### src/core/ftsl_cfg.svh
// constants for the fieldbus telegram slave
`ifndef FTSL_CFG_SVH
`define FTSL_CFG_SVH
`define FTSL_CLK_HZ        125000000
`define FTSL_CHAR_BITS     11
`define FTSL_DATA_BITS     8
`define FTSL_START_CHAR    8'h02
`define FTSL_LEN_EXTRA     8'h02
`define FTSL_LEN_SHORT     8'h06
`define FTSL_LEN_LONG      8'h0e
`define FTSL_TEXT_FIXED    8'h0a
`define FTSL_MAX_DATA      8'hfd
`define FTSL_BAUD_MIN      2400
`define FTSL_BAUD_MAX      115200
`define FTSL_ADR_EXT_BIT   7
`define FTSL_ADR_BCAST_BIT 5
`define FTSL_ADDR_MAX      7'h7e
`define FTSL_SHORT_MAX     7'h1f
`endif

### src/core/ftsl_pkg.sv
// types for the fieldbus telegram slave
package ftsl_pkg;
    typedef enum logic [2:0] {RX_IDLE, RX_LEN, RX_ADR, RX_DATA, RX_CHK} ftsl_rx_e;
    typedef enum logic [2:0] {TX_IDLE, TX_START, TX_LEN, TX_ADR, TX_DATA, TX_CHK} ftsl_tx_e;
    typedef logic [7:0] ftsl_byte_t;
endpackage

### src/core/ftsl_top.sv
// fieldbus telegram slave: uart, telegram parser, response framer
//
// Functional notes
// - character is start, 8 data, parity, one stop: 11 bit periods
// - parity makes data plus parity bit even in ones
// - bit rate set by a configuration input, 2400 to 115200 baud
// - node address configurable 1 to 126
// - slave transmits only as answer to a master request
// - half duplex: never drive while receiving
// - telegram is start char 02, length, address, data, check byte
// - length equals data bytes plus two
// - text telegrams: length is 10 fixed plus text length
// - short 8-byte, long 16-byte and variable text formats
// - bit7 clear: bit5 broadcast, else bits 0-4 address 1-31
// - bit7 set: bits 0-6 address, zero means broadcast
// - response echoes received address byte unchanged
// - check byte is xor of telegram bytes, seeded with zero
// - process block is 4 bytes, two 16-bit words
// - parameter block is 12 bytes and includes process block
`timescale 1ns/100ps
`include "ftsl_cfg.svh"
module ftsl_top #(
    parameter int CLK_HZ = `FTSL_CLK_HZ
) (
    input  wire logic              mclk,
    input  wire logic              rst_b,
    input  wire logic [16:0]       baud_rate,
    input  wire logic [6:0]        node_addr,
    input  wire logic              rxd,
    output logic                   txd,
    output logic                   tx_oe,
    output logic                   rx_valid,
    input  wire logic              rx_ready,
    output ftsl_pkg::ftsl_byte_t   rx_data,
    output logic                   rx_last,
    output logic                   rx_bcast,
    output logic                   rx_drop,
    input  wire logic              resp_valid,
    output logic                   resp_ready,
    input  wire ftsl_pkg::ftsl_byte_t resp_data,
    input  wire logic              resp_last,
    output logic                   resp_pending,
    output logic                   tx_busy
);
    import ftsl_pkg::*;

    // ------------------------------------------------------------
    // bit timing
    // ------------------------------------------------------------
    logic [16:0] baud_clamped;
    logic [15:0] bit_div;
    always_comb
    begin
        baud_clamped = baud_rate;
        if (baud_rate < 17'(`FTSL_BAUD_MIN))
            baud_clamped = 17'(`FTSL_BAUD_MIN);
        else if (baud_rate > 17'(`FTSL_BAUD_MAX))
            baud_clamped = 17'(`FTSL_BAUD_MAX);
        bit_div = 16'(CLK_HZ / int'(baud_clamped));
    end

    // ------------------------------------------------------------
    // receiver
    // ------------------------------------------------------------
    logic        rxd_q;
    logic        rx_busy_q;
    logic [15:0] rx_cnt_q;
    logic [3:0]  rx_bit_q;
    logic [9:0]  rx_sh_q;
    logic        rc_valid;
    logic [7:0]  rc_byte;
    logic        rc_perr;
    always_ff @(posedge mclk or negedge rst_b)
    begin
        if (!rst_b)
        begin
            rxd_q     <= 1'b1;
            rx_busy_q <= 1'b0;
            rx_cnt_q  <= 16'h0000;
            rx_bit_q  <= 4'h0;
            rx_sh_q   <= 10'h000;
            rc_valid  <= 1'b0;
            rc_byte   <= 8'h00;
            rc_perr   <= 1'b0;
        end
        else
        begin
            rxd_q    <= rxd;
            rc_valid <= 1'b0;
            if (!rx_busy_q)
            begin
                // falling edge only, so a line held low cannot retrigger
                if (rxd_q && !rxd && !tx_oe)
                begin
                    rx_busy_q <= 1'b1;
                    rx_cnt_q  <= {1'b0, bit_div[15:1]};
                    rx_bit_q  <= 4'h0;
                end
            end
            else if (rx_cnt_q != 16'h0000)
                rx_cnt_q <= rx_cnt_q - 16'h0001;
            else
            begin
                rx_cnt_q <= bit_div - 16'h0001;
                rx_bit_q <= rx_bit_q + 4'h1;
                if (rx_bit_q == 4'h0 && rxd)
                    rx_busy_q <= 1'b0; // glitch, not a start bit
                else if (rx_bit_q == 4'(`FTSL_CHAR_BITS - 1))
                begin
                    rx_busy_q <= 1'b0;
                    rc_valid  <= 1'b1;
                    rc_byte   <= rx_sh_q[8:1];
                    // parity over data plus parity bit must be even, stop high
                    rc_perr   <= (^rx_sh_q[9:1]) | !rxd;
                end
                else if (rx_bit_q != 4'h0)
                    rx_sh_q <= {rxd, rx_sh_q[9:1]};
            end
        end
    end

    // ------------------------------------------------------------
    // telegram parser
    // ------------------------------------------------------------
    ftsl_rx_e    rs_q;
    logic [7:0]  len_q;
    logic [7:0]  left_q;
    logic [7:0]  xor_q;
    logic [7:0]  adr_q;
    logic        mine_q;
    logic        bcast_q;
    logic        bad_q;
    logic        adr_mine;
    logic        adr_bcast;
    always_comb
    begin
        if (rc_byte[`FTSL_ADR_EXT_BIT])
        begin
            adr_bcast = (rc_byte[6:0] == 7'h00);
            adr_mine  = (rc_byte[6:0] == node_addr) && (node_addr <= `FTSL_ADDR_MAX);
        end
        else
        begin
            adr_bcast = rc_byte[`FTSL_ADR_BCAST_BIT];
            adr_mine  = !adr_bcast && (node_addr <= `FTSL_SHORT_MAX)
                        && ({2'b00, rc_byte[4:0]} == node_addr);
        end
    end

    // two-entry buffer toward the user
    logic [8:0]  buf_q [2];
    logic [1:0]  buf_cnt_q;
    logic        buf_wr;
    logic        buf_rd;
    logic        buf_full;
    logic        rd_ptr_q;
    logic        wr_ptr_q;
    logic        mine_q_or_b;
    assign buf_full   = buf_cnt_q == 2'd2;
    assign rx_valid   = buf_cnt_q != 2'd0;
    assign buf_rd     = rx_valid && rx_ready;
    assign rx_data    = buf_q[rd_ptr_q][7:0];
    assign rx_last    = buf_q[rd_ptr_q][8];
    assign mine_q_or_b = mine_q | bcast_q;
    assign buf_wr     = rc_valid && rs_q == RX_DATA && mine_q_or_b && !buf_full;

    always_ff @(posedge mclk or negedge rst_b)
    begin
        if (!rst_b)
        begin
            buf_q[0]  <= 9'h000;
            buf_q[1]  <= 9'h000;
            buf_cnt_q <= 2'd0;
            rd_ptr_q  <= 1'b0;
            wr_ptr_q  <= 1'b0;
        end
        else
        begin
            if (buf_wr)
            begin
                buf_q[wr_ptr_q] <= {left_q == 8'h02, rc_byte};
                wr_ptr_q        <= !wr_ptr_q;
            end
            if (buf_rd)
                rd_ptr_q <= !rd_ptr_q;
            buf_cnt_q <= buf_cnt_q + {1'b0, buf_wr} - {1'b0, buf_rd};
        end
    end

    logic tele_ok;
    always_ff @(posedge mclk or negedge rst_b)
    begin
        if (!rst_b)
        begin
            rs_q     <= RX_IDLE;
            len_q    <= 8'h00;
            left_q   <= 8'h00;
            xor_q    <= 8'h00;
            adr_q    <= 8'h00;
            mine_q   <= 1'b0;
            bcast_q  <= 1'b0;
            bad_q    <= 1'b0;
            tele_ok  <= 1'b0;
            rx_bcast <= 1'b0;
            rx_drop  <= 1'b0;
        end
        else
        begin
            tele_ok  <= 1'b0;
            rx_bcast <= 1'b0;
            rx_drop  <= 1'b0;
            if (rc_valid)
            begin
                xor_q <= xor_q ^ rc_byte;
                if (rc_perr || (rc_valid && rs_q == RX_DATA && buf_full))
                    bad_q <= 1'b1;
                case (rs_q)
                    RX_IDLE:
                    begin
                        xor_q <= 8'h00 ^ rc_byte;
                        bad_q <= rc_perr;
                        if (rc_byte == `FTSL_START_CHAR && !rc_perr)
                            rs_q <= RX_LEN;
                    end
                    RX_LEN:
                    begin
                        len_q  <= rc_byte;
                        left_q <= rc_byte;
                        // 6 short, 14 long, 10 plus text length otherwise
                        if (rc_byte < `FTSL_LEN_EXTRA || rc_byte > `FTSL_MAX_DATA)
                            rs_q <= RX_IDLE;
                        else
                            rs_q <= RX_ADR;
                    end
                    RX_ADR:
                    begin
                        adr_q   <= rc_byte;
                        mine_q  <= adr_mine;
                        bcast_q <= adr_bcast;
                        left_q  <= left_q - 8'h01;
                        rs_q    <= (left_q == 8'h02) ? RX_CHK : RX_DATA;
                    end
                    RX_DATA:
                    begin
                        // data bytes: 4 process, 12 with parameter channel
                        left_q <= left_q - 8'h01;
                        if (left_q == 8'h02)
                            rs_q <= RX_CHK;
                    end
                    RX_CHK:
                    begin
                        rs_q <= RX_IDLE;
                        if ((xor_q ^ rc_byte) == 8'h00 && !bad_q && !rc_perr)
                        begin
                            tele_ok  <= mine_q;
                            rx_bcast <= bcast_q;
                        end
                        else
                            rx_drop <= mine_q | bcast_q;
                    end
                    default: rs_q <= RX_IDLE;
                endcase
            end
        end
    end

    // ------------------------------------------------------------
    // response framer and transmitter
    // ------------------------------------------------------------
    ftsl_tx_e    ts_q;
    logic        pend_q;
    logic [7:0]  tx_len_q;
    logic [7:0]  tx_xor_q;
    logic [15:0] tx_cnt_q;
    logic [3:0]  tx_bit_q;
    logic [10:0] tx_sh_q;
    logic        tx_act_q;
    logic        load;
    logic [7:0]  load_byte;
    logic        take_resp;
    logic        load_q;
    assign tx_busy      = ts_q != TX_IDLE;
    assign resp_pending = pend_q;
    assign resp_ready   = ts_q == TX_DATA && !tx_act_q && !load_q;
    assign take_resp    = resp_valid && resp_ready;

    always_comb
    begin
        load      = 1'b0;
        load_byte = 8'h00;
        if (!tx_act_q && !load_q)
        begin
            case (ts_q)
                TX_START: begin load = 1'b1; load_byte = `FTSL_START_CHAR; end
                TX_LEN:   begin load = 1'b1; load_byte = tx_len_q; end
                TX_ADR:   begin load = 1'b1; load_byte = adr_q; end
                TX_DATA:  begin load = take_resp; load_byte = resp_data; end
                TX_CHK:   begin load = 1'b1; load_byte = tx_xor_q; end
                default:  begin load = 1'b0; load_byte = 8'h00; end
            endcase
        end
    end

    // response length must be known up front; the user answers with the
    // same block type it was addressed with, so the request length is reused
    always_ff @(posedge mclk or negedge rst_b)
    begin
        if (!rst_b)
        begin
            ts_q     <= TX_IDLE;
            pend_q   <= 1'b0;
            tx_len_q <= 8'h00;
            tx_xor_q <= 8'h00;
            load_q   <= 1'b0;
        end
        else
        begin
            load_q <= load;
            if (load)
                tx_xor_q <= tx_xor_q ^ load_byte;
            case (ts_q)
                TX_IDLE:
                begin
                    tx_xor_q <= 8'h00;
                    if (pend_q && resp_valid && rs_q == RX_IDLE && !rx_busy_q)
                    begin
                        pend_q <= 1'b0;
                        ts_q   <= TX_START;
                    end
                    // set wins: a request finishing as the owed answer starts stays owed
                    if (tele_ok)
                    begin
                        pend_q   <= 1'b1;
                        tx_len_q <= len_q;
                    end
                end
                TX_START: if (load) ts_q <= TX_LEN;
                TX_LEN:   if (load) ts_q <= TX_ADR;
                TX_ADR:   if (load) ts_q <= (tx_len_q == 8'h02) ? TX_CHK : TX_DATA;
                TX_DATA:  if (take_resp && resp_last) ts_q <= TX_CHK;
                TX_CHK:   if (load) ts_q <= TX_IDLE;
                default:  ts_q <= TX_IDLE;
            endcase
        end
    end

    always_ff @(posedge mclk or negedge rst_b)
    begin
        if (!rst_b)
        begin
            tx_act_q <= 1'b0;
            tx_cnt_q <= 16'h0000;
            tx_bit_q <= 4'h0;
            tx_sh_q  <= 11'h7ff;
            txd      <= 1'b1;
            tx_oe    <= 1'b0;
        end
        else if (load)
        begin
            // stop, even parity, data lsb first, start
            tx_sh_q  <= {1'b1, ^load_byte, load_byte, 1'b0};
            tx_act_q <= 1'b1;
            tx_bit_q <= 4'h0;
            tx_cnt_q <= 16'h0000;
            tx_oe    <= 1'b1;
        end
        else if (tx_act_q)
        begin
            if (tx_cnt_q == 16'h0000)
            begin
                if (tx_bit_q == 4'(`FTSL_CHAR_BITS))
                begin
                    tx_act_q <= 1'b0;
                    tx_oe    <= ts_q != TX_IDLE;
                end
                else
                begin
                    txd      <= tx_sh_q[0];
                    tx_sh_q  <= {1'b1, tx_sh_q[10:1]};
                    tx_bit_q <= tx_bit_q + 4'h1;
                    tx_cnt_q <= bit_div - 16'h0001;
                end
            end
            else
                tx_cnt_q <= tx_cnt_q - 16'h0001;
        end
        else if (ts_q == TX_IDLE)
        begin
            tx_oe <= 1'b0;
            txd   <= 1'b1;
        end
    end
endmodule

### config.mk
export PLATFORM = sky130hd
export DESIGN_NAME = ftsl_top
export DESIGN_NICKNAME = d
export VERILOG_FILES = /design/src/core/ftsl_pkg.sv /design/src/core/ftsl_top.sv
export VERILOG_INCLUDE_DIRS = /design/src /design/src/core
export SDC_FILE = /design/constraint.sdc
export NUM_CORES = 1
export LEC_CHECK = 0
export BUFFER_PORTS_ARGS = -buffer_cell sky130_fd_sc_hd__buf_2
export CAP_MARGIN = 20
export CORE_ASPECT_RATIO = 0.6
export CORE_MARGIN = 2
export CORE_UTILIZATION = 44
export CTS_CLUSTER_DIAMETER = 40
export CTS_CLUSTER_SIZE = 14
export DETAILED_ROUTE_END_ITERATION = 7
export GPL_TIMING_DRIVEN = 0
export PLACE_DENSITY = 0.55
export SETUP_SLACK_MARGIN = 0.2
export SYNTH_ARGS = -nofsm -noshare
export SYNTH_HDL_FRONTEND = slang
export SYNTH_SLANG_ARGS = --single-unit
### constraint.sdc
create_clock -name mclk -period 4.8 [get_ports mclk]
set_input_delay 0.72 -clock mclk [delete_from_list [all_inputs] [get_ports mclk]]
set_output_delay 0.72 -clock mclk [all_outputs]
set_load 0.02 [all_outputs]
==> run_results.csv, run 1 <==
group,metric,value,unit
status,outcome,"complete, but fails checks",
status,violations,"negative setup slack",
routing,initialDrtViolationCount,4111,
clocking,clockRootBuffer,"clkbuf_16",
routing,ant_nets,0,
routing,post_drt_wl_per_cell,22.1,µm
routing,vias_per_cell,6.24,
clocking,cts_tree,"done",
floorplan,die_x,344,µm
clocking,hold_buffers,0,
yosys,ys_types,130,
floorplan,start_util,0.447,
finish,nNetsFinal,5331,
floorplan,die_h,208,µm
finish,insertedDiodeCount,0,
yosys,synth_edf_count,0,
clocking,clock-sinks,158,
clocking,clkTransAtPathRegs,0.06,ns
finish,mostFrequentLayoutCell,"buf_4",
floorplan,core_area,68400,µm²
worst_hold_path,worstHoldPathType,"in2async",
place,routabilityCongestion,0.940,
floorplan,boundaryPins,55,
routing,drc,0,
finish,drive_above_1_share,0.329,
clocking,cts_buffers,25,
worst_setup_path,cp.required,5.15,ns
floorplan,die_area,71700,µm²
clocking,clkLatencyLatePin,0.49,ns
worst_setup_path,max_stage_delay,0.50,ns
sta,finalClockSkew,0.0204,ns
sta,tightest_slew,1.47,ns
global_routing,grt_pass1_vias,32500,
place,portBuffers,54,
routing,first_pass_iters,8,
sta,finalCritPeriodShare,13.3,
worst_setup_path,path_class,"in2reg",
worst_setup_path,cp.depth,401,
place,dp_hpwl,87100,µm
routing,wirelength,130000,µm
yosys,async_flop_share,1.00,
global_routing,track_usage,0.336,
yosys,synth-seq-area-share,0.130,
sta,max_freq,15.7,MHz
yosys,yosys_warnings,0,
sta,maxSlewHeadroom,0.0203,
sta,fin_crit,63.65,ns
worst_setup_path,cp_top_family,"compound AO/OA/AOI/OAI gates",
worst_setup_path,r2r_cells,11,
sta,setup_viol,32,
yosys,syn-cell-area,30600,µm²
yosys,synth_area_per_cell,7.39,µm²
sta,grt_setup_unrepaired,"yes",
worst_setup_path,end_kind,"register",
finish,final_cell_mix,"672 x buf_4, 366 x nor2_1, 348 x nand2_1, 250 x a21oi_1, 250 x ha_1",
worst_setup_path,critical_path_buf_inv_count,120,
run,cap_violations,0,
global_routing,grt_pass1_wl,192000,µm
yosys,yosys_most_used_dff,"dfrtp_1",
routing,vias,36700,
yosys,syn_inst,4143,
sta,finalHoldViolCount,0,
global_routing,grt-ovfl-total,0,
clocking,h-tree-depth,4,
worst_setup_path,startpoint_type,"input port",
global_routing,grt_start_max_net_pins,85,
sta,slew_viol_final,0,
sta,whs,0.199,ns
worst_setup_path,cp_slowest_cell,"a2111o_1",
worst_setup_path,cpMostUsedCell,"buf_4",
floorplan,row_count,74,
sta,fin_ws,-58.85,ns
worst_setup_path,crit_fanout,8,
global_routing,antenna_found_initial,1,
finish,area_growth,40.9,%
worst_setup_path,critical_path_arrival,63.99,ns
clocking,clock_tree.buffer_depth,3,
finish,fill_cells,5877,
finish,final_util,0.630,
yosys,ys_ff_latch,158,
worst reg2reg max path: stages, from the launching register on:
cell and delay [ns]:
dfrtp_1 0.42, or4_1 0.63, nor4_1 0.43, nand2b_1 0.19, or4_1 0.50, nand4bb_1 0.22, clkbuf_1 0.22, inv_1 0.17
nand2_1 0.26, nor2_1 0.34, clkbuf_2 0.31, mux2_2 0.37
synthesized netlist by cell type, types with 18 or more instances:
cell type  number  share of area
nor4_1         31         0.0063
nand2_1       378          0.046
nor2b_1        48         0.0098
o21ai_1        28         0.0046
a21o_1        103          0.025
nor3_1        132          0.022
o211ai_1       33         0.0081
o21bai_1       36         0.0088
dfrtp_1       146           0.12
a21boi_0       23         0.0056
a211o_1        18         0.0052
or3_1          43         0.0088
nand3_1       109          0.018
clkbuf_1       81         0.0099
mux2i_1        41          0.013
a21oi_1       335          0.055
a31oi_1        51          0.010
xnor2_1       188          0.054
inv_1         140          0.017
o21a_1        115          0.028
o21ai_0       290          0.047
mux2_2        141          0.052
nand2b_1       85          0.017
ha_1          333           0.14
nor2_1        403          0.049
xor2_1        100          0.029
buf_2          20         0.0033
a211oi_1       38         0.0093
or2_2          40         0.0082
o31ai_1        71          0.017
nand4_1        66          0.013
and2_1         41         0.0084
and3_1         45         0.0092
cell type report:
type                       count  area, µm²  area share
multi-input combinational   3733      29400       0.681
sequential                   158       3970      0.0920
clock buffer                  28        657      0.0152
buffer                       127       1220      0.0283
clock inverter                 5       33.8    0.000783
inverter                     141        549      0.0127
timing repair buffer         774       6170       0.143
tap                          912       1140      0.0265
state kept, by name, summed over array words and instances, names as in the netlist, 4 cells and up:
signal	flops
adr_q	8
buf_q	18
left_q	8
len_q	8
rc_byte	8
rx_bit_q	4
rx_cnt_q	16
rx_sh_q	9
tx_bit_q	4
tx_cnt_q	16
tx_len_q	8
tx_sh_q	10
tx_xor_q	8
xor_q	8
worst paths after layout:
kind | from | to | slack, ns
max in group asynchronous | rst_b | left_q[4] | 3.72
setup reg to reg | rx_cnt_q[6] | rc_byte[6] | 0.65
hold / removal | rst_b | tx_bit_q[3] | 0.20
setup / recovery | baud_rate[13] | rx_cnt_q[12] | -58.85
hold reg to reg | tx_sh_q[1] | tx_sh_q[0] | 0.46
min in group mclk | rxd | rxd_q | 0.44
metrics by stage:
| stage | worst slack, ns | TNS [ns] | std cells | instance area (µm²) |
|---|---|---|---|---|
| 4_1_cts | -56.75 | -1797.88 | 5691 | 40100 |
| 3_3_place_gp | -73.00 | -2288.62 | 5118 | 33400 |
| 6_report | -58.85 | -1861.12 | 5878 | 43100 |
| 3_5_place_dp | -72.51 | -2272.40 | 5126 | 33700 |
| 2_1_floorplan | -55.81 | -1763.08 | 4152 | 32000 |
| 5_1_grt | -61.25 | -1936.49 | 5878 | 43100 |
timing repair:
item                                    CTS  global route
gates cloned                              8             8
gates resized for setup                 318           329
buffers inserted                        524           178
endpoints found under the setup margin   32            39
pin swaps                               262           296
per-layer routing:
| metal | vias to the layer above | part of all wire | track usage |
|---|---|---|---|
| li1 | 17200 | - | - |
| met1 | 17300 | 0.50 | 0.553 |
| met2 | 1818 | 0.36 | 0.417 |
| met3 | 285 | 0.11 | 0.0877 |
| met4 | 2 | 0.026 | 0.0622 |
| met5 | - | 0.00044 | 0 |
cell families (layout without fill, tap and decap cells):
kind of cell | Yosys count | after routing | synth area share
compound gates | 1368 | 1368 | 0.297
xor+xnor | 288 | 288 | 0.0824
fa+ha+maj | 333 | 333 | 0.136
buf+inv | 268 | 1075 | 0.0348
flops | 158 | 158 | 0.130
mux | 186 | 186 | 0.0671
other cells | 2 | 11 | 0.000245
simple gates | 1540 | 1547 | 0.253
Power of run 1 is not shown: default switching activity piles up to over one toggle a cycle in this logic, so the estimate is an artifact.
==> inputs of run 2 (changes only) <==
--- a/config.mk
+++ b/config.mk
@@ -10,12 +10,12 @@
 export CAP_MARGIN = 20
 export CORE_ASPECT_RATIO = 0.6
 export CORE_MARGIN = 2
-export CORE_UTILIZATION = 44
+export CORE_UTILIZATION = 35
 export CTS_CLUSTER_DIAMETER = 40
 export CTS_CLUSTER_SIZE = 14
 export DETAILED_ROUTE_END_ITERATION = 7
 export GPL_TIMING_DRIVEN = 0
-export PLACE_DENSITY = 0.55
+export PLACE_DENSITY = 0.45
 export SETUP_SLACK_MARGIN = 0.2
 export SYNTH_ARGS = -nofsm -noshare
 export SYNTH_HDL_FRONTEND = slang
==> run 2 against run 1 <==
- the run still ends with negative setup slack left
- worst setup slack gained 0.81 ns
- flip-flop and latch count did not move
- routed wire length is 2.3% higher
- die area rose by 25%
- sequential share of layout area shrank 0.21 points
- global-route usage decreased by 5.1 points
- first-iteration DRC count fell by 25%
- final cell count is 4.7% higher
- critical endpoint unchanged
- largest cell class unchanged
==> run_results.csv, run 2 (synthesis results as in run 1) <==
group,metric,value,unit
status,outcome,"complete, but fails checks",
status,violations,"negative setup slack",
place,dp_hpwl,93200,µm
worst_hold_path,worstHoldPathType,"in2async",
sta,setup_viol,32,
floorplan,die_x,386,µm
finish,fin_area,44100,µm²
routing,routed-wl-met3,10800,µm
worst_setup_path,startpoint_type,"input port",
finish,nNetsFinal,5369,
sta,tightest_slew,1.30,ns
routing,wirelength,133000,µm
place,post-place-ws,-73.73,ns
sta,maxSlewHeadroom,0.136,
finish,drive_above_1_share,0.339,
clocking,clkTransAtPathRegs,0.06,ns
global_routing,grt_pass1_vias,32500,
global_routing,track_usage,0.285,
sta,finalHoldViolCount,0,
worst_setup_path,crit_fanout,8,
finish,reg.largest.list,"buf_q (18), rx_cnt_q (16), tx_cnt_q (16)",
routing,vias_per_cell,5.81,
clocking,h-tree-depth,4,
place,routabilityCongestion,0.903,
sta,grt_setup_unrepaired,"yes",
clocking,cts_buffers,25,
floorplan,die_area,89900,µm²
place,portBuffers,54,
floorplan,die_h,233,µm
finish,final_cell_mix,"667 x buf_4, 357 x nor2_1, 346 x nand2_1, 250 x ha_1, 247 x a21oi_1",
run,cap_violations,0,
clocking,clock_tree.buffer_depth,3,
finish,top_register,"buf_q",
clocking,clkLatencyLatePin,0.49,ns
worst_setup_path,end_kind,"register",
routing,vias,35800,
global_routing,antenna_found_initial,2,
floorplan,boundaryPins,55,
worst_setup_path,cp_slowest_cell,"nor4b_4",
sta,finalClockSkew,0.0162,ns
routing,first_pass_iters,6,
routing,post_drt_wl_per_cell,21.6,µm
floorplan,start_util,0.355,
clocking,cts_tree,"done",
sta,slew_viol_final,0,
routing,initialDrtViolationCount,3074,
floorplan,core_area,86100,µm²
finish,largest_register_ffs,18,
worst_setup_path,path_class,"in2reg",
global_routing,grt_start_max_net_pins,109,
clocking,clock-sinks,158,
routing,drc,0,
clocking,clockRootBuffer,"clkbuf_16",
place,postPlaceCellArea,33900,µm²
global_routing,grt-ovfl-total,0,
routing,wl_met2,47400,µm
sta,finalCritPeriodShare,13.1,
sta,fin_ws,-58.03,ns
floorplan,row_count,83,
routing,met1_length,72500,µm
routing,dr.max_layer_used,"met4",
sta,fin_crit,62.83,ns
sta,max_freq,15.9,MHz
sta,whs,0.145,ns
worst_setup_path,critical_path_arrival,63.19,ns
worst_setup_path,cpMostUsedCell,"buf_4",
global_routing,grt_pass1_wl,200000,µm
finish,area_growth,44.2,%
worst_setup_path,max_stage_delay,0.51,ns
finish,mostFrequentLayoutCell,"buf_4",
routing,ant_nets,0,
worst_setup_path,cp.required,5.15,ns
run 2: cell types whose count changed in the layout (fill, tap and decap cells not counted), moves of 5 or more:
cell / previous run / this run
buf_6: 52 / 86
o21ai_0: 206 / 200
nor2_2: 10 / 15
nor2_1: 366 / 357
buf_4: 672 / 667
o21ai_1: 48 / 54
clkbuf_8: 4 / 11
inv_2: 5 / 10
run 2: cell type report:
type | count | area [µm²]
fill | 8192 | 42000
multi-input combinational | 3733 | 29500
timing repair buffer | 812 | 6630
sequential | 158 | 3970
tap | 1147 | 1440
buffer | 127 | 1260
clock buffer | 29 | 681
inverter | 141 | 547
clock inverter | 4 | 72.6
antenna | 1 | 2.50
run 2: per-layer routing:
layer,global-route usage,up-vias
li1,-,17300
met1,0.478,17200
met2,0.358,1167
met3,0.0598,119
met4,0.0362,0
met5,0,-
run 2: metrics by stage:
stage          setup TNS, ns   util  std cells
3_3_place_gp        -2345.08  0.392       5353
3_5_place_dp        -2307.85  0.394       5360
4_1_cts             -1795.18  0.484       6004
5_1_grt             -1919.76  0.513       6151
6_report            -1836.14  0.513       6152
2_1_floorplan       -1763.08      -       4152
run 2: final timing paths:
path | startpoint | end | slack [ns] | depth (start not counted)
setup reg to reg | rx_cnt_q[6] | rc_byte[5] | 0.26 | 11
hold reg to reg | tx_sh_q[1] | tx_sh_q[0] | 0.46 | 2
min in group mclk | rxd | rxd_q | 0.44 | 1
hold / removal | rst_b | tx_bit_q[2] | 0.14 | 1
max in group asynchronous | rst_b | left_q[6] | 3.71 | 2
setup / recovery | baud_rate[12] | rx_cnt_q[12] | -58.03 | 399
run 2: repair_timing:
item,in CTS,in global routing
pin swaps,310,257
gates resized for setup,441,290
buffers inserted,596,141
cloned,15,3
endpoints found under the setup margin,32,33
hold buffers,0,0
run 2: worst max-delay path: cells and delay by family:
family	cells	cell delay (ns)
simple gates	85	14.00
compound gates	155	26.23
buf+inv	135	16.04
xor+xnor	2	0.30
mux	2	0.51
fa+ha+maj	20	5.05
Power of run 2 is left out for the same reason.
